File: config.mk
export PLATFORM = sky130hd
export DESIGN_NAME = boost_setpoint_ov_protect
export DESIGN_NICKNAME = d
export VERILOG_FILES = /design/src/boost_setpoint_ov_protect.v
export VERILOG_INCLUDE_DIRS = /design/src
export SDC_FILE = /design/constraint.sdc
export NUM_CORES = 1
export LEC_CHECK = 0
export BUFFER_PORTS_ARGS = -buffer_cell sky130_fd_sc_hd__buf_2
export CAP_MARGIN = 0
export CORE_MARGIN = 2
export CORE_UTILIZATION = 45
export DETAILED_ROUTE_END_ITERATION = 8
export SKIP_CTS_REPAIR_TIMING = 1
export SYNTH_ARGS = -nofsm -noshare
export SYNTH_HDL_FRONTEND = slang
export SYNTH_SLANG_ARGS = --single-unit
File: constraint.sdc
create_clock -name mclk -period 12.5 [get_ports mclk]
set_clock_uncertainty 0.15 [all_clocks]
set_input_delay 2.5 -clock mclk [delete_from_list [all_inputs] [get_ports mclk]]
set_output_delay 2.5 -clock mclk [all_outputs]
set_load 0.05 [all_outputs]
File: src/overvoltage_latched_flag_consts.vh
// Purpose: shared constants of the boost setpoint and overvoltage block
// Assumes: 50 MHz mclk, 8-bit ADC codes at 70/255 V per count
// Notes:   register indices, field positions, reset values, scaling
`ifndef OVERVOLTAGE_LATCHED_FLAG_CONSTS_VH
`define OVERVOLTAGE_LATCHED_FLAG_CONSTS_VH

// ****************************************************************
// register map (word index on the plain port)
// ****************************************************************
`define REG_CTRL        4'h0
`define REG_TARGET      4'h1
`define REG_OVCFG       4'h2
`define REG_FORCED      4'h3
`define REG_STATUS      4'h4
`define REG_LED1_ON     4'h5
`define REG_LED1        4'h6
`define REG_LED2_ON     4'h7
`define REG_LED2        4'h8
`define REG_BOOST_ADC   4'h9
`define REG_IRQ_STAT    4'ha
`define REG_IRQ_MASK    4'hb

// ****************************************************************
// field positions and reset values
// ****************************************************************
`define CTRL_EN_BIT     0
`define OVCFG_SD_LSB    0
`define OVCFG_RE_LSB    4
`define STAT_OV_BIT     0
`define STAT_RUN_BIT    1
`define PARITY_BIT      8
`define TARGET_RST      7'h00
`define OV_FLAG_RST     1'b1
`define LED_RES_RST     9'h100
`define IRQ_OV          0
`define IRQ_LED1        1
`define IRQ_LED2        2
`define IRQ_FORCED      3

// ****************************************************************
// ADC channel select codes
// ****************************************************************
`define ADC_BOOST       2'h0
`define ADC_LED1        2'h1
`define ADC_LED2        2'h2

// ****************************************************************
// scaling of target and margins into ADC counts
// ****************************************************************
`define TGT_BASE        9'h028
`define TGT_SLOPE       8'h62
`define TGT_SHIFT       6
`define SD_STEP         9'h004
`define RE_STEP         9'h004

`endif

File: src/boost_setpoint_ov_protect.v
// Purpose: boost target, overvoltage gate suppression, LED voltage results
// Assumes: inputs synchronous to mclk; ADC delivers one code per adcValid
// Notes:   registers on a plain port, read data one cycle after the strobe
// Function
// - store each LED pin code (0.274 V/count) in the general result, and in on-voltage only while lit
// - every LED result carries odd parity in bit 8 over bits 7:0
// - with constant LED control input, force the measurement at the forced rate
// - forced period is interval setting times one ADC sequence; zero disables
// - 7-bit target, code zero is 11 V, top code about 64.2 V
// - after reset booster disabled and target code zero
// - with enable low the gate output stays inactive
// - above target plus shutdown margin, gate off at least this PWM cycle
// - a trip latches the overvoltage flag and clears the running flag
// - PWM stays suppressed until voltage below shutdown minus hysteresis
// - running returns on reactivation; flag clears on read in that state
// - comparison and flag logic work while the booster is disabled
// - too-low feedback also sets the flag and stops the booster
//
// Local design decisions: the strobed register port and the placing of the registers.
`timescale 1ns/1ps
`include "overvoltage_latched_flag_consts.vh"
`default_nettype none

module boost_setpoint_ov_protect
#(
  parameter LOW_FB_GUARD = 1
)
(
  input  wire        mclk,
  input  wire        arst_n,
  input  wire [3:0]  addr,
  input  wire [15:0] wdata,
  input  wire        wrStb,
  input  wire        rdStb,
  output reg  [15:0] rdata,
  input  wire        adcValid,
  input  wire [1:0]  adcSel,
  input  wire [7:0]  adcCode,
  input  wire        adcSeqDone,
  input  wire [1:0]  ledChannelControlInput,
  input  wire        boostFeedbackLow,
  input  wire        pwmRaw,
  output reg         gateOut,
  output reg  [1:0]  measReq,
  output wire        irq
);

  // ****************************************************************
  // helper functions
  // ****************************************************************
  // odd parity word: bit 8 makes the count of ones odd
  function [8:0] withParity;
    input [7:0] v;
    begin
      withParity = {~(^v), v};
    end
  endfunction

  // margin or hysteresis steps in ADC counts; both thresholds share the scale
  function [9:0] stepCounts;
    input [8:0] step;
    input [2:0] n;
    begin
      stepCounts = {1'b0, step} * {7'h00, n};
    end
  endfunction

  // forced cadence due at this sequence end; counter restarts after a hit
  function forcedDue;
    input [8:0] count;
    input [8:0] interval;
    begin
      forcedDue = (count + 9'h001) >= interval;
    end
  endfunction

  // ****************************************************************
  // registers
  // ****************************************************************
  reg        boostEn;
  reg [6:0]  boostTargetCode;
  reg [2:0]  overvoltageShutdownMargin;
  reg [1:0]  overvoltageReactivationHysteresis;
  reg [8:0]  forcedMeasureInterval;
  reg        overvoltageLatchedFlag;
  reg        suppress;
  reg        gateBlock;
  reg        pwmPrev;
  reg [7:0]  boostOutputVoltage;
  reg [8:0]  ledOnVoltageResult1;
  reg [8:0]  ledStringVoltageResult1;
  reg [8:0]  ledOnVoltageResult2;
  reg [8:0]  ledStringVoltageResult2;
  reg [3:0]  irqStatus;
  reg [3:0]  irqMask;
  reg [1:0]  ctrlPrev;
  reg [8:0]  seqCount0;
  reg [8:0]  seqCount1;

  wire [13:0] slopeProd;
  wire [9:0]  targetCounts;
  wire [9:0]  shutdownLevel;
  wire [9:0]  reactLevel;
  wire [9:0]  boostWide;
  wire        overTrip;
  wire        lowTrip;
  wire        tripEvent;
  wire        reactOk;
  wire        statusRead;
  wire        ledEvt1;
  wire        ledEvt2;
  wire [1:0]  forcedHit;
  wire [1:0]  fallEdge;
  wire [1:0]  ctrlStable;
  wire        forcedOn;
  wire [3:0]  irqSet;

  // ****************************************************************
  // threshold arithmetic in ADC counts
  // ****************************************************************
  // target code mapped from 11 V base plus linear slope
  assign slopeProd = {7'h00, boostTargetCode} * {6'h00, `TGT_SLOPE};
  assign targetCounts = {1'b0, `TGT_BASE} + {2'b00, slopeProd[13:`TGT_SHIFT]};
  assign shutdownLevel = targetCounts
    + stepCounts(`SD_STEP, overvoltageShutdownMargin);
  assign reactLevel = shutdownLevel
    - stepCounts(`RE_STEP, {1'b0, overvoltageReactivationHysteresis});
  assign boostWide = {2'b00, boostOutputVoltage};

  // comparators run regardless of the enable bit
  assign overTrip = boostWide > shutdownLevel;
  assign lowTrip = (LOW_FB_GUARD != 0) && boostFeedbackLow;
  assign tripEvent = overTrip || lowTrip;
  assign reactOk = (boostWide < reactLevel) && !lowTrip;
  assign statusRead = rdStb && (addr == `REG_STATUS);

  // ****************************************************************
  // configuration writes
  // ****************************************************************
  // booster off and minimum target out of reset
  always @(posedge mclk or negedge arst_n)
  begin
    if (!arst_n)
    begin
      boostEn <= 1'b0;
      boostTargetCode <= `TARGET_RST;
      overvoltageShutdownMargin <= 3'h0;
      overvoltageReactivationHysteresis <= 2'h0;
      forcedMeasureInterval <= 9'h000;
      irqMask <= 4'h0;
    end
    else if (wrStb)
    begin
      case (addr)
        `REG_CTRL:     boostEn <= wdata[`CTRL_EN_BIT];
        `REG_TARGET:   boostTargetCode <= wdata[6:0];
        `REG_OVCFG:
        begin
          overvoltageShutdownMargin <= wdata[`OVCFG_SD_LSB +: 3];
          overvoltageReactivationHysteresis <= wdata[`OVCFG_RE_LSB +: 2];
        end
        `REG_FORCED:   forcedMeasureInterval <= wdata[8:0];
        `REG_IRQ_MASK: irqMask <= wdata[3:0];
        default:       boostEn <= boostEn;
      endcase
    end
  end

  // ****************************************************************
  // overvoltage suppression and latched flag
  // ****************************************************************
  // suppression kept apart from the software flag
  always @(posedge mclk or negedge arst_n)
  begin
    if (!arst_n)
      suppress <= 1'b0;
    else if (tripEvent)
      suppress <= 1'b1;
    else if (suppress && reactOk)
      suppress <= 1'b0;
  end

  // flag starts set, so the first read may show it
  always @(posedge mclk or negedge arst_n)
  begin
    if (!arst_n)
      overvoltageLatchedFlag <= `OV_FLAG_RST;
    else if (tripEvent)
      overvoltageLatchedFlag <= 1'b1;
    else if (statusRead && !suppress)
      overvoltageLatchedFlag <= 1'b0;
  end

  // ****************************************************************
  // gate drive
  // ****************************************************************
  // block holds until the next PWM rising edge after reactivation, so a
  // quick voltage drop cannot re-open the gate inside the tripped cycle
  always @(posedge mclk or negedge arst_n)
  begin
    if (!arst_n)
    begin
      gateBlock <= 1'b1;
      pwmPrev <= 1'b0;
      gateOut <= 1'b0;
    end
    else
    begin
      pwmPrev <= pwmRaw;
      if (tripEvent || suppress)
        gateBlock <= 1'b1;
      else if (pwmRaw && !pwmPrev)
        gateBlock <= 1'b0;
      gateOut <= pwmRaw && boostEn && !gateBlock && !tripEvent;
    end
  end

  // ****************************************************************
  // ADC result capture
  // ****************************************************************
  // any LED conversion is an interrupt event, lit or not
  assign ledEvt1 = adcValid && (adcSel == `ADC_LED1);
  assign ledEvt2 = adcValid && (adcSel == `ADC_LED2);

  // on-voltage refreshed only while the channel control is high
  always @(posedge mclk or negedge arst_n)
  begin
    if (!arst_n)
    begin
      boostOutputVoltage <= 8'h00;
      ledOnVoltageResult1 <= `LED_RES_RST;
      ledStringVoltageResult1 <= `LED_RES_RST;
      ledOnVoltageResult2 <= `LED_RES_RST;
      ledStringVoltageResult2 <= `LED_RES_RST;
    end
    else if (adcValid)
    begin
      case (adcSel)
        `ADC_BOOST: boostOutputVoltage <= adcCode;
        `ADC_LED1:
        begin
          ledStringVoltageResult1 <= withParity(adcCode);
          if (ledChannelControlInput[0])
            ledOnVoltageResult1 <= withParity(adcCode);
        end
        `ADC_LED2:
        begin
          ledStringVoltageResult2 <= withParity(adcCode);
          if (ledChannelControlInput[1])
            ledOnVoltageResult2 <= withParity(adcCode);
        end
        default: boostOutputVoltage <= boostOutputVoltage;
      endcase
    end
  end

  // ****************************************************************
  // measurement requests: falling edge or forced cadence
  // ****************************************************************
  assign forcedOn = forcedMeasureInterval != 9'h000;
  assign fallEdge = ctrlPrev & ~ledChannelControlInput;
  assign ctrlStable = ~(ctrlPrev ^ ledChannelControlInput);
  // a control change in between restarts the count, so dimming forces only when one control level outlasts the interval
  assign forcedHit[0] = forcedOn && adcSeqDone && ctrlStable[0]
    && forcedDue(seqCount0, forcedMeasureInterval);
  assign forcedHit[1] = forcedOn && adcSeqDone && ctrlStable[1]
    && forcedDue(seqCount1, forcedMeasureInterval);

  // each sequence counter restarts on a change of its own channel control
  always @(posedge mclk or negedge arst_n)
  begin
    if (!arst_n)
    begin
      ctrlPrev <= 2'b00;
      seqCount0 <= 9'h000;
      seqCount1 <= 9'h000;
      measReq <= 2'b00;
    end
    else
    begin
      ctrlPrev <= ledChannelControlInput;
      measReq <= fallEdge | forcedHit;
      if (!ctrlStable[0] || forcedHit[0] || !forcedOn)
        seqCount0 <= 9'h000;
      else if (adcSeqDone)
        seqCount0 <= seqCount0 + 9'h001;
      if (!ctrlStable[1] || forcedHit[1] || !forcedOn)
        seqCount1 <= 9'h000;
      else if (adcSeqDone)
        seqCount1 <= seqCount1 + 9'h001;
    end
  end

  // ****************************************************************
  // interrupt status, write one to clear, set wins
  // ****************************************************************
  // event bits in the order trip, LED1, LED2, forced
  assign irqSet = {(|forcedHit), ledEvt2, ledEvt1, tripEvent};

  // set beats a same-cycle clear so no event is lost
  always @(posedge mclk or negedge arst_n)
  begin
    if (!arst_n)
      irqStatus <= 4'h0;
    else if (wrStb && (addr == `REG_IRQ_STAT))
      irqStatus <= (irqStatus & ~wdata[3:0]) | irqSet;
    else
      irqStatus <= irqStatus | irqSet;
  end

  // level output, drops once the last unmasked bit is cleared
  assign irq = |(irqStatus & irqMask);

  // ****************************************************************
  // read port, data one cycle after the strobe
  // ****************************************************************
  // unmapped addresses and idle cycles read zero
  always @(posedge mclk or negedge arst_n)
  begin
    if (!arst_n)
      rdata <= 16'h0000;
    else if (rdStb)
    begin
      case (addr)
        `REG_CTRL:      rdata <= {15'h0000, boostEn};
        `REG_TARGET:    rdata <= {9'h000, boostTargetCode};
        `REG_OVCFG:     rdata <= {10'h000, overvoltageReactivationHysteresis,
                                  1'b0, overvoltageShutdownMargin};
        `REG_FORCED:    rdata <= {7'h00, forcedMeasureInterval};
        `REG_STATUS:    rdata <= {14'h0000, !suppress,
                                  overvoltageLatchedFlag};
        `REG_LED1_ON:   rdata <= {7'h00, ledOnVoltageResult1};
        `REG_LED1:      rdata <= {7'h00, ledStringVoltageResult1};
        `REG_LED2_ON:   rdata <= {7'h00, ledOnVoltageResult2};
        `REG_LED2:      rdata <= {7'h00, ledStringVoltageResult2};
        `REG_BOOST_ADC: rdata <= {7'h00, withParity(boostOutputVoltage)};
        `REG_IRQ_STAT:  rdata <= {12'h000, irqStatus};
        `REG_IRQ_MASK:  rdata <= {12'h000, irqMask};
        default:        rdata <= 16'h0000;
      endcase
    end
    else
      rdata <= 16'h0000;
  end

endmodule

`default_nettype wire

==> results of run 1 <==
## final cells by class
| class | count | area [um^2] |
|---|---|---|
| Fill cell | 1374 | 7556 |
| Timing Repair Buffer | 47 | 242.7 |
| Sequential cell | 110 | 2760 |
| Tap cell | 188 | 235.2 |
| Clock inverter | 6 | 71.32 |
| Multi-Input combinational cell | 498 | 3931 |
| Inverter | 33 | 123.9 |
| Clock buffer | 9 | 225.2 |
## stage by stage
step,total power [W],std cells,util (%)
3_3_place_gp,0.001543,876,48.15
6_report,0.001870,891,50.11
3_5_place_dp,0.001585,876,48.15
4_1_cts,0.001880,891,50.11
2_1_floorplan,0.001350,670,-
5_1_grt,0.002057,891,50.11
## cell families (layout without fill, tap and decap cells)
family,count (synthesis),after routing,synth area share [%]
AO/OA/AOI/OAI,125,125,12.46
XOR/XNOR,53,53,6.899
adder cells (fa/ha/maj),73,73,13.58
buffers and inverters,62,95,3.738
flip-flops,110,110,39.84
multiplexers,70,70,11.54
other,1,7,0.05413
AND/OR/NAND/NOR,170,170,11.88
## routing by layer
layer / wire [um] / vias up
li1: - / 2443
met1: 7619 / 2561
met2: 8125 / 105
met3: 619 / 17
met4: 224 / 0
met5: 0 / -
## final timing paths
path	from	endpoint	slack, ns
setup / recovery	boostTargetCode[2]$_DFFE_PN0P_	gateOut$_DFF_PN0_	6.94
hold / removal	ledOnVoltageResult2[8]$_DFFE_PN1P_	ledOnVoltageResult2[8]$_DFFE_PN1P_	0.33
setup reg to reg	boostTargetCode[2]$_DFFE_PN0P_	gateOut$_DFF_PN0_	6.94
hold reg to reg	ledOnVoltageResult2[8]$_DFFE_PN1P_	ledOnVoltageResult2[8]$_DFFE_PN1P_	0.33
max in group asynchronous	arst_n	seqCount0[8]$_DFFE_PN0P_	8.95
min in group asynchronous	arst_n	gateOut$_DFF_PN0_	1.95
## cells in the final DEF, fill, tap and decap left out, types with 8 or more instances in the layout
master | netlist | layout
dfrtp_1 | 104 | 104
ha_1 | 68 | 68
nand2_1 | 64 | 64
mux2_2 | 59 | 59
buf_2 | 0 | 44
o21ai_0 | 34 | 34
inv_1 | 33 | 33
xnor2_1 | 32 | 32
nor2_1 | 27 | 27
a21oi_1 | 22 | 22
xor2_1 | 20 | 20
nor3_1 | 15 | 15
nand3_1 | 13 | 13
nor2b_1 | 9 | 9
mux2i_1 | 9 | 9
clkbuf_16 | 0 | 9
a211oi_1 | 8 | 8
nand2b_1 | 8 | 8
a22o_1 | 8 | 8
## worst max-delay path, delay by kind of cell (launching register included)
family / cells / cell delay, ns
AO/OA/AOI/OAI: 3 / 0.59
XOR/XNOR: 2 / 0.63
adder cells (fa/ha/maj): 10 / 3.34
buffers and inverters: 2 / 0.11
flip-flops: 1 / 0.47
AND/OR/NAND/NOR: 2 / 0.16
## power by group
group          leakage, nW  internal [W]  switching (W)
combinational         2.07      0.000504       0.000603
sequential            1.35      0.000418      0.0000546
clock                0.138      0.000156       0.000135
total                 3.56       0.00108       0.000793
## sequential cells by signal, indices dropped and copies added (netlist names), 8 cells and up
register and flops:
seqCount0 9, ledOnVoltageResult1 9, forcedMeasureInterval 9, ledOnVoltageResult2 9, seqCount1 9, ledStringVoltageResult1 9, rdata 9, ledStringVoltageResult2 9
boostOutputVoltage 8
==> results.py, run 1 <==
metrics = {
    "run_status": {
        "outcome": "finished, final reports clean",
    },
    "yosys": {
        "ys_seq_area_share_pct": 39.84,
        "synth_top_area_share_pct": 37.57,
        "synth_area_um2": 6928,
        "ys_ff_latch": 110,
        "synth_cell_types": 60,
        "synth-edff-count": 0,
        "async_flop_share_pct": 100.0,
        "ys.flop_type": "dfrtp_1",
        "synth_cells": 664,
        "synth_most_common_cell": "dfrtp_1",
        "yosys-top-cells-area": "dfrtp_1 (38%), ha_1 (12%), mux2_2 (9.6%), xnor2_1 (4.0%), nand2_1 (3.5%)",
        "syn_area_per_cell_um2": 10.43,
        "ys_warn_count": 0,
        "synth_common_cells": "dfrtp_1 (104), ha_1 (68), nand2_1 (64), mux2_2 (59), o21ai_0 (34)",
        "synth_top_area_cell": "dfrtp_1",
    },
    "floorplanning": {
        "dieArea_um2": 16400,
        "die_w_um": 128.1,
        "dieHeight_um": 128.1,
        "coreArea_um2": 15150,
        "initial_core_util_pct": 45.74,
        "ios": 60,
        "rows": 45,
    },
    "grt": {
        "overflow": 0,
        "grt_max_degree": 72,
        "grt.total_usage_pct": 21.35,
        "top_usage_layer": "met2",
        "grt_use_met2_pct": 36.55,
        "use_met1_pct": 28.94,
        "grt_pass1_wl_um": 27250,
        "use_met3_pct": 3.005,
        "antenna_found_initial": 0,
        "grt_pass1_vias": 5153,
    },
    "clock_tree": {
        "clkSinkCount": 110,
        "clock-root-buffer": "clkbuf_16",
        "h-tree-depth": 3,
        "cts_tree": "yes",
        "cts_inserted_buffers": 9,
        "clock_latency_ns": 0.35,
        "clk_path_buf_depth": 2,
        "clk_pin_slew_worst_paths_ns": 0.07,
    },
    "timing": {
        "fmax_mhz": 180.0,
        "final.setup.worst_slack_ns": 6.944,
        "worst_pin_slew_ns": 1.095,
        "hold_slack_ns": 0.3336,
        "min_period_ns": 5.556,
        "finalCritPeriodShare_pct": 44.45,
        "relSlewSlack_pct": 26.88,
        "finalSetupViolCount": 0,
        "finalHoldViolations": 0,
        "drv_slew": 0,
        "tns_ns": 0,
        "grt_setup_unrepaired": "no",
    },
    "detailed_routing": {
        "drtPass1Iterations": 5,
        "vias_per_cell": 5.753,
        "num_vias": 5126,
        "drt-total-wl_um": 16590,
        "drc_errors": 0,
        "avgRoutedWirePerCell_um": 18.62,
        "drtIter0Drc": 351,
        "postRouteAntennaNets": 0,
    },
    "layout": {
        "postLayoutCellArea_um2": 7590,
        "antennaDiodeCount": 0,
        "drive_gt1_share_pct": 19.35,
        "area_growth_syn_to_layout_pct": 9.554,
        "fin_nets": 811,
    },
    "hold_path": {
        "hold_class": "register to register",
        "hold_depth": 2,
    },
    "setup_path": {
        "r2r_cells": 19,
        "crit_path_end_kind": "register",
        "crit_path_max_fanout": 6,
        "cp_slowest_cell": "dfrtp_1",
        "required_ns": 12.60,
        "critPathMaxStageDelay_ns": 0.47,
        "crit_chain": "ha_1, fa_1, ha_1, ha_1, fa_1, xnor2_1, ha_1, inv_1, ha_1, inv_1, fa_1, xnor2_1, ha_1, nand4_1, nor2_1, o32ai_1, a21oi_1, maj3_1, o211a_1",
        "critPathArrivalTime_ns": 5.65,
        "start_kind": "register",
        "worstSetupPathType": "register to register",
        "crit_top_cell": "ha_1",
    },
    "placement": {
        "hpwl_um": 12510,
        "routabilityCongestion": 0.8684,
        "pre_cts_ws_ns": 6.959,
        "place_area_um2": 7293,
        "portBuffers": 45,
    },
    "job": {
        "max_cap_viol_count": 0,
    },
    "pwr": {
        "p_leak_nw": 3.559,
        "power_density_nw_per_um2": 246.4,
        "ir_worst_vdd_v": 0.0001638,
    },
}
No activity file was read; power rests on OpenSTA's default activity.
==> run 2, diff against run 1 <==
Settings changed: ABC_AREA set to 1, PLACE_DENSITY set to 0.65.
Clock period 12.5 ns to 5.1 ns, I/O delays scaled along.
==> run 2 against run 1 <==
Final area is 1.5% higher. Worst hold slack got worse by 0.0093 ns. Sequential share of layout area decreased by 0.54 points. Register-to-register slack got worse by 6.9 ns. Die area decreased by 0.96%. Critical path depth is 3 higher. Flip-flop and latch count did not move. Clock-buffer cell count rose by 2. Combinational power increased by 78%. Non-clock buffer count is 14 higher. Global-route usage up 0.057 points. Core utilization rose by 1.1 points. Critical path type unchanged. Highest routed layer unchanged.
==> results.py, run 2 <==
metrics = {
    "setup_path": {
        "crit_path_start": "boostTargetCode[2]$_DFFE_PN0P_",
        "start_kind": "register",
        "reg2reg_to": "suppress$_DFFE_PN0P_",
        "reg2reg_setup_slack_ns": 0.03,
        "r2r_cells": 22,
        "reg2reg_from": "boostTargetCode[2]$_DFFE_PN0P_",
        "crit_path_max_fanout": 3,
        "crit_path_end_kind": "register",
        "worstSetupPathType": "register to register",
        "required_ns": 5.19,
        "critPathArrivalTime_ns": 5.16,
    },
    "floorplanning": {
        "rows": 45,
        "initial_core_util_pct": 45.63,
        "die_w_um": 127.5,
        "dieHeight_um": 127.5,
        "dieArea_um2": 16250,
        "coreArea_um2": 15030,
        "ios": 60,
    },
    "hold_path": {
        "hold_class": "register to register",
        "worst_hold_startpoint": "overvoltageLatchedFlag$_DFFE_PN1P_",
        "hold_depth": 2,
        "whs_endpoint": "overvoltageLatchedFlag$_DFFE_PN1P_",
    },
    "yosys": {
        "synth_xor_area_share_pct": 4.341,
        "synth-edff-count": 0,
        "synth_area_um2": 6859,
        "synth_cell_types": 47,
        "syn_area_per_cell_um2": 8.284,
        "yosys-top-cells-area": "dfrtp_1 (38%), ha_1 (12%), nand2_1 (11%), o21ai_0 (6.1%), inv_1 (5.8%)",
        "synth_common_cells": "nand2_1 (193), inv_1 (106), dfrtp_1 (104), o21ai_0 (84), ha_1 (68)",
        "synth_cells": 828,
        "ys.flop_type": "dfrtp_1",
        "synth_top_area_cell": "dfrtp_1",
        "synth-adder-area-share_pct": 13.57,
        "synth-simple-area-share_pct": 20.38,
        "ys_warn_count": 0,
        "synth_most_common_cell": "nand2_1",
        "ys_seq_area_share_pct": 40.24,
        "synth_top_family_by_area": "simple AND/OR/NAND/NOR gates",
        "synth_top_area_share_pct": 37.94,
        "muxShareOfSynthArea_pct": 0,
        "async_flop_share_pct": 100.0,
        "synth-compound-area-share_pct": 14.08,
        "ys_ff_latch": 110,
    },
    "layout": {
        "nFillCells": 1460,
        "drive_gt1_share_pct": 12.21,
        "final_common_cell": "nand2_1",
        "finish.utilization_pct": 51.24,
        "antennaDiodeCount": 0,
        "fin_cells": 1081,
        "fin_nets": 1000,
        "final_cell_mix": "nand2_1 (192), inv_1 (105), dfrtp_1 (104), o21ai_0 (82), ha_1 (64)",
        "multi_input_area_um2": 3671,
        "area_growth_syn_to_layout_pct": 12.31,
        "postLayoutCellArea_um2": 7704,
        "layout.area.seq_um2": 2760,
    },
    "grt": {
        "grt_pass1_vias": 5414,
        "antenna_found_initial": 0,
        "grt.total_usage_pct": 21.41,
        "grt_pass1_wl_um": 27170,
        "grt_max_degree": 42,
        "overflow": 0,
    },
    "timing": {
        "min_period_ns": 5.070,
        "relSlewSlack_pct": 47.25,
        "drv_slew": 0,
        "finalCritPeriodShare_pct": 99.41,
        "worst_pin_slew_ns": 0.7883,
        "finalSetupViolCount": 0,
        "fmax_mhz": 197.2,
        "grt_setup_unrepaired": "yes",
        "finalHoldViolations": 0,
    },
    "placement": {
        "placedCellCount": 1060,
        "portBuffers": 45,
        "routabilityCongestion": 0.8810,
        "hpwl_um": 12490,
        "place_area_um2": 7333,
    },
    "pwr": {
        "power_density_nw_per_um2": 491.1,
        "share_comb_of_total_power_pct": 52.2,
        "clkPwrFrac_pct": 17.8,
        "p_int_w": 0.002188,
        "ir_worst_vdd_v": 0.0003024,
        "p_leak_nw": 3.959,
        "p_seq_share_pct": 29.9,
        "sw_frac_of_total_pct": 42.16,
        "power_w": 0.003783,
        "power.switching_w": 0.001595,
    },
    "detailed_routing": {
        "vias_per_cell": 5.191,
        "postRouteAntennaNets": 0,
        "drtIter0Drc": 379,
        "num_vias": 5612,
        "drc_errors": 0,
        "avgRoutedWirePerCell_um": 15.27,
        "drtPass1Iterations": 5,
        "drt-total-wl_um": 16510,
    },
    "clock_tree": {
        "clk_path_buf_depth": 2,
        "clkSinkCount": 110,
        "cts_tree": "yes",
        "clock_latency_ns": 0.36,
        "clk_pin_slew_worst_paths_ns": 0.08,
        "clock-root-buffer": "clkbuf_16",
        "cts_inserted_buffers": 9,
        "h-tree-depth": 3,
    },
    "run_status": {
        "outcome": "finished, final reports clean",
    },
    "job": {
        "max_cap_viol_count": 0,
    },
}
[run 2: cell count changes in the layout (fill, tap and decap cells not counted), moves of 17 or more]
cell,delta
nand2_1,+128
mux2_2,-59
nand3_1,+21
o21ai_0,+48
xnor2_1,-17
inv_1,+72
nor2_1,+28
[run 2: power groups by stage]
stage / Sequential, W / Combinational (W) / Clock [W]
after global routing: 0.00115 / 0.00227 / 0.000724
after detailed placement: 0.00114 / 0.00189 / 0
after floorplan: 0.00113 / 0.00144 / 0
after global placement: 0.00114 / 0.00186 / 0
final: 0.00113 / 0.00198 / 0.000674
after CTS: 0.00113 / 0.00190 / 0.000692
[run 2: layout make-up]
type	count	area share [%]
Sequential cell	110	35.83
Timing Repair Buffer	61	4.564
Inverter	109	5.311
Tap cell	188	3.053
Multi-Input combinational cell	597	47.65
Clock buffer	11	3.021
Clock inverter	5	0.5685
[run 2: worst max-delay path by stage]
stage,end,slack [ns],cells past startpoint
floorplan,suppress$_DFFE_PN0P_,0.07,22
global placement,suppress$_DFFE_PN0P_,-0.02,22
detailed placement,suppress$_DFFE_PN0P_,-0.04,22
CTS,suppress$_DFFE_PN0P_,-0.09,22
global route,suppress$_DFFE_PN0P_,-0.21,22
finish,suppress$_DFFE_PN0P_,0.03,22
[run 2: layer usage]
layer	track usage [%]	vias to the layer above	part of all wire [%]
met5	0	-	0
met4	7.498	0	1.8
met3	3.936	23	4.1
met2	32.97	102	45
met1	30.43	2621	49
li1	-	2866	-
[run 2: logic make-up (layout without fill, tap and decap cells)]
kind of cell | count (synthesis) | in the layout
AO/OA/AOI/OAI | 162 | 162
XOR/XNOR | 34 | 34
adder cells (fa/ha/maj) | 72 | 72
buffers and inverters | 127 | 186
flip-flops | 110 | 110
other | 1 | 7
AND/OR/NAND/NOR | 322 | 322
[run 2: critical path: stages (launching register included)]
cell and delay, ns:
dfrtp_1 0.39, ha_1 0.30, fa_1 0.53, ha_4 0.21
ha_4 0.16, fa_2 0.39, xnor2_2 0.15, ha_1 0.29
inv_1 0.06, ha_2 0.17, inv_2 0.04, fa_1 0.56
inv_1 0.05, a211o_1 0.25, xor2_1 0.15, ha_1 0.32
nand4_1 0.08, o21ai_1 0.08, o31ai_1 0.25, a21boi_1 0.09
o21a_1 0.16, nand2_1 0.05, nand2_1 0.05
[run 2: through the flow]
stage / setup TNS (ns) / hold slack [ns] / worst slack, ns
floorplan: 0 / 0.2990 / 0.07112
global placement: -0.02298 / 0.3120 / -0.02298
detailed placement: -0.04306 / 0.3190 / -0.04306
CTS: -0.08916 / 0.3270 / -0.08916
global route: -0.2167 / 0.3514 / -0.2096
finish: 0 / 0.3243 / 0.02987
==> run 3, diff against run 2 <==
Settings changed: REMOVE_ABC_BUFFERS set to 1.
==> run 3 against run 2 <==
Fmax up 0.27%. Clock-buffer cell count down 2. Worst setup slack better by 0.014 ns. Non-clock buffer count down 3. Largest cell class unchanged. Sequential share of layout area down 0.099 points. Global-route usage down 0.77 points. Critical path depth unchanged. Flip-flop and latch count unchanged. Power up 1.0%. Final cell count down 0.28%. Clock power up 11%.
==> results.py, run 3 (synthesis gave the netlist of run 2 again) <==
metrics = {
    "layout": {
        "fin_nets": 997,
        "layout.area.seq_um2": 2760,
        "nFillCells": 1431,
        "drive_gt1_share_pct": 12.13,
        "finish.utilization_pct": 51.39,
        "antennaDiodeCount": 0,
        "final_common_cell": "nand2_1",
        "final_cell_mix": "nand2_1 (192), inv_1 (105), dfrtp_1 (104), o21ai_0 (82), ha_1 (64)",
        "area_growth_syn_to_layout_pct": 12.62,
        "multi_input_area_um2": 3671,
    },
    "pwr": {
        "power_density_nw_per_um2": 494.6,
        "power_w": 0.003821,
        "p_leak_nw": 3.964,
        "ir_worst_vdd_v": 0.0002670,
    },
    "clock_tree": {
        "clk_path_buf_depth": 2,
        "clk_pin_slew_worst_paths_ns": 0.08,
        "clock_latency_ns": 0.35,
        "clkSinkCount": 110,
        "cts_inserted_buffers": 9,
        "cts_tree": "yes",
        "clock-root-buffer": "clkbuf_16",
        "h-tree-depth": 3,
    },
    "timing": {
        "tns_ns": 0,
        "min_period_ns": 5.057,
        "relSlewSlack_pct": 46.86,
        "drv_slew": 0,
        "finalSetupViolCount": 0,
        "finalHoldViolations": 0,
        "grt_setup_unrepaired": "yes",
        "fmax_mhz": 197.8,
        "worst_pin_slew_ns": 0.7941,
        "finalCritPeriodShare_pct": 99.15,
    },
    "detailed_routing": {
        "postRouteAntennaNets": 0,
        "drtPass1Iterations": 6,
        "drtIter0Drc": 339,
        "avgRoutedWirePerCell_um": 14.92,
        "drt-total-wl_um": 16080,
        "vias_per_cell": 5.201,
        "drc_errors": 0,
        "num_vias": 5607,
    },
    "grt": {
        "overflow": 0,
        "grt.total_usage_pct": 20.64,
        "grt_max_degree": 42,
        "grt_pass1_vias": 5255,
        "antenna_found_initial": 0,
        "grt_pass1_wl_um": 26740,
    },
    "setup_path": {
        "critPathArrivalTime_ns": 5.14,
        "crit_path_start": "boostTargetCode[2]$_DFFE_PN0P_",
        "required_ns": 5.19,
        "reg2reg_setup_slack_ns": 0.04,
        "r2r_cells": 22,
        "reg2reg_to": "suppress$_DFFE_PN0P_",
        "start_kind": "register",
        "setup.worst_path.end": "suppress$_DFFE_PN0P_",
        "crit_path_end_kind": "register",
        "worstSetupPathType": "register to register",
        "crit_path_max_fanout": 3,
        "reg2reg_from": "boostTargetCode[2]$_DFFE_PN0P_",
    },
    "placement": {
        "hpwl_um": 12250,
        "routabilityCongestion": 0.8398,
        "portBuffers": 45,
    },
    "hold_path": {
        "hold_class": "register to register",
    },
    "floorplanning": {
        "dieArea_um2": 16250,
        "die_w_um": 127.5,
        "rows": 45,
        "dieHeight_um": 127.5,
        "initial_core_util_pct": 45.63,
        "ios": 60,
        "coreArea_um2": 15030,
    },
    "job": {
        "max_cap_viol_count": 0,
    },
    "run_status": {
        "outcome": "finished, final reports clean",
    },
}
run 3: cell count changes in the layout (fill, tap and decap cells not counted), sizes merged:
cell	before	now
bufinv	0	1
clkbuf	11	9
buf	61	58
clkinv	3	4
run 3: report_power, final:
| group | switching (W) | internal [W] |
|---|---|---|
| combinational | 0.00113 | 0.000815 |
| sequential | 0.000117 | 0.00102 |
| clock | 0.000353 | 0.000393 |
| total | 0.00160 | 0.00222 |
run 3: per-stage QoR:
| step | hold WS, ns | std cells | setup slack (ns) | area (um^2) |
|---|---|---|---|---|
| after floorplan | 0.2990 | 816 | 0.07112 | 6788 |
| after global placement | 0.3119 | 1061 | 0.02718 | 7341 |
| after detailed placement | 0.3178 | 1061 | -0.04448 | 7341 |
| after CTS | 0.3292 | 1077 | -0.05717 | 7661 |
| after global routing | 0.3465 | 1078 | -0.1474 | 7725 |
| final | 0.3244 | 1078 | 0.04342 | 7725 |
run 3: critical path: stages, from the launching register on:
cell and delay (ns):
dfrtp_1 0.40, ha_1 0.31, fa_1 0.53, ha_4 0.21, ha_4 0.16, fa_2 0.41, xnor2_2 0.14, ha_1 0.27
inv_1 0.06, ha_2 0.17, inv_2 0.04, fa_1 0.56, inv_1 0.05, a211o_1 0.25, xor2_1 0.15, ha_1 0.32
nand4_1 0.08, o21ai_1 0.08, o31ai_1 0.23, a21boi_1 0.10, o21a_1 0.17, nand2_1 0.06, nand2_1 0.05
run 3: layer usage:
metal	vias up	GRT usage, %	wire length, um
met5	-	0	0
met4	0	4.848	187
met3	10	2.387	561
met2	114	32.37	7183
met1	2608	30.73	8148
li1	2875	-	-
run 3: worst min path at each step:
stage               depth (start not counted)                                endpoint                              startpoint
global route                                2      overvoltageLatchedFlag$_DFFE_PN1P_      overvoltageLatchedFlag$_DFFE_PN1P_
floorplan                                   2  ledStringVoltageResult2[6]$_DFFE_PN0P_  ledStringVoltageResult2[6]$_DFFE_PN0P_
detailed placement                          2      overvoltageLatchedFlag$_DFFE_PN1P_      overvoltageLatchedFlag$_DFFE_PN1P_
global placement                            2      overvoltageLatchedFlag$_DFFE_PN1P_      overvoltageLatchedFlag$_DFFE_PN1P_
finish                                      2      overvoltageLatchedFlag$_DFFE_PN1P_      overvoltageLatchedFlag$_DFFE_PN1P_
CTS                                         2      overvoltageLatchedFlag$_DFFE_PN1P_      overvoltageLatchedFlag$_DFFE_PN1P_
run 3: area by class of cell:
type	count	area share, %
Clock buffer	9	2.915
Clock inverter	7	1.231
Inverter	109	5.296
Multi-Input combinational cell	597	47.52
Sequential cell	110	35.73
Tap cell	188	3.045
Timing Repair Buffer	58	4.260
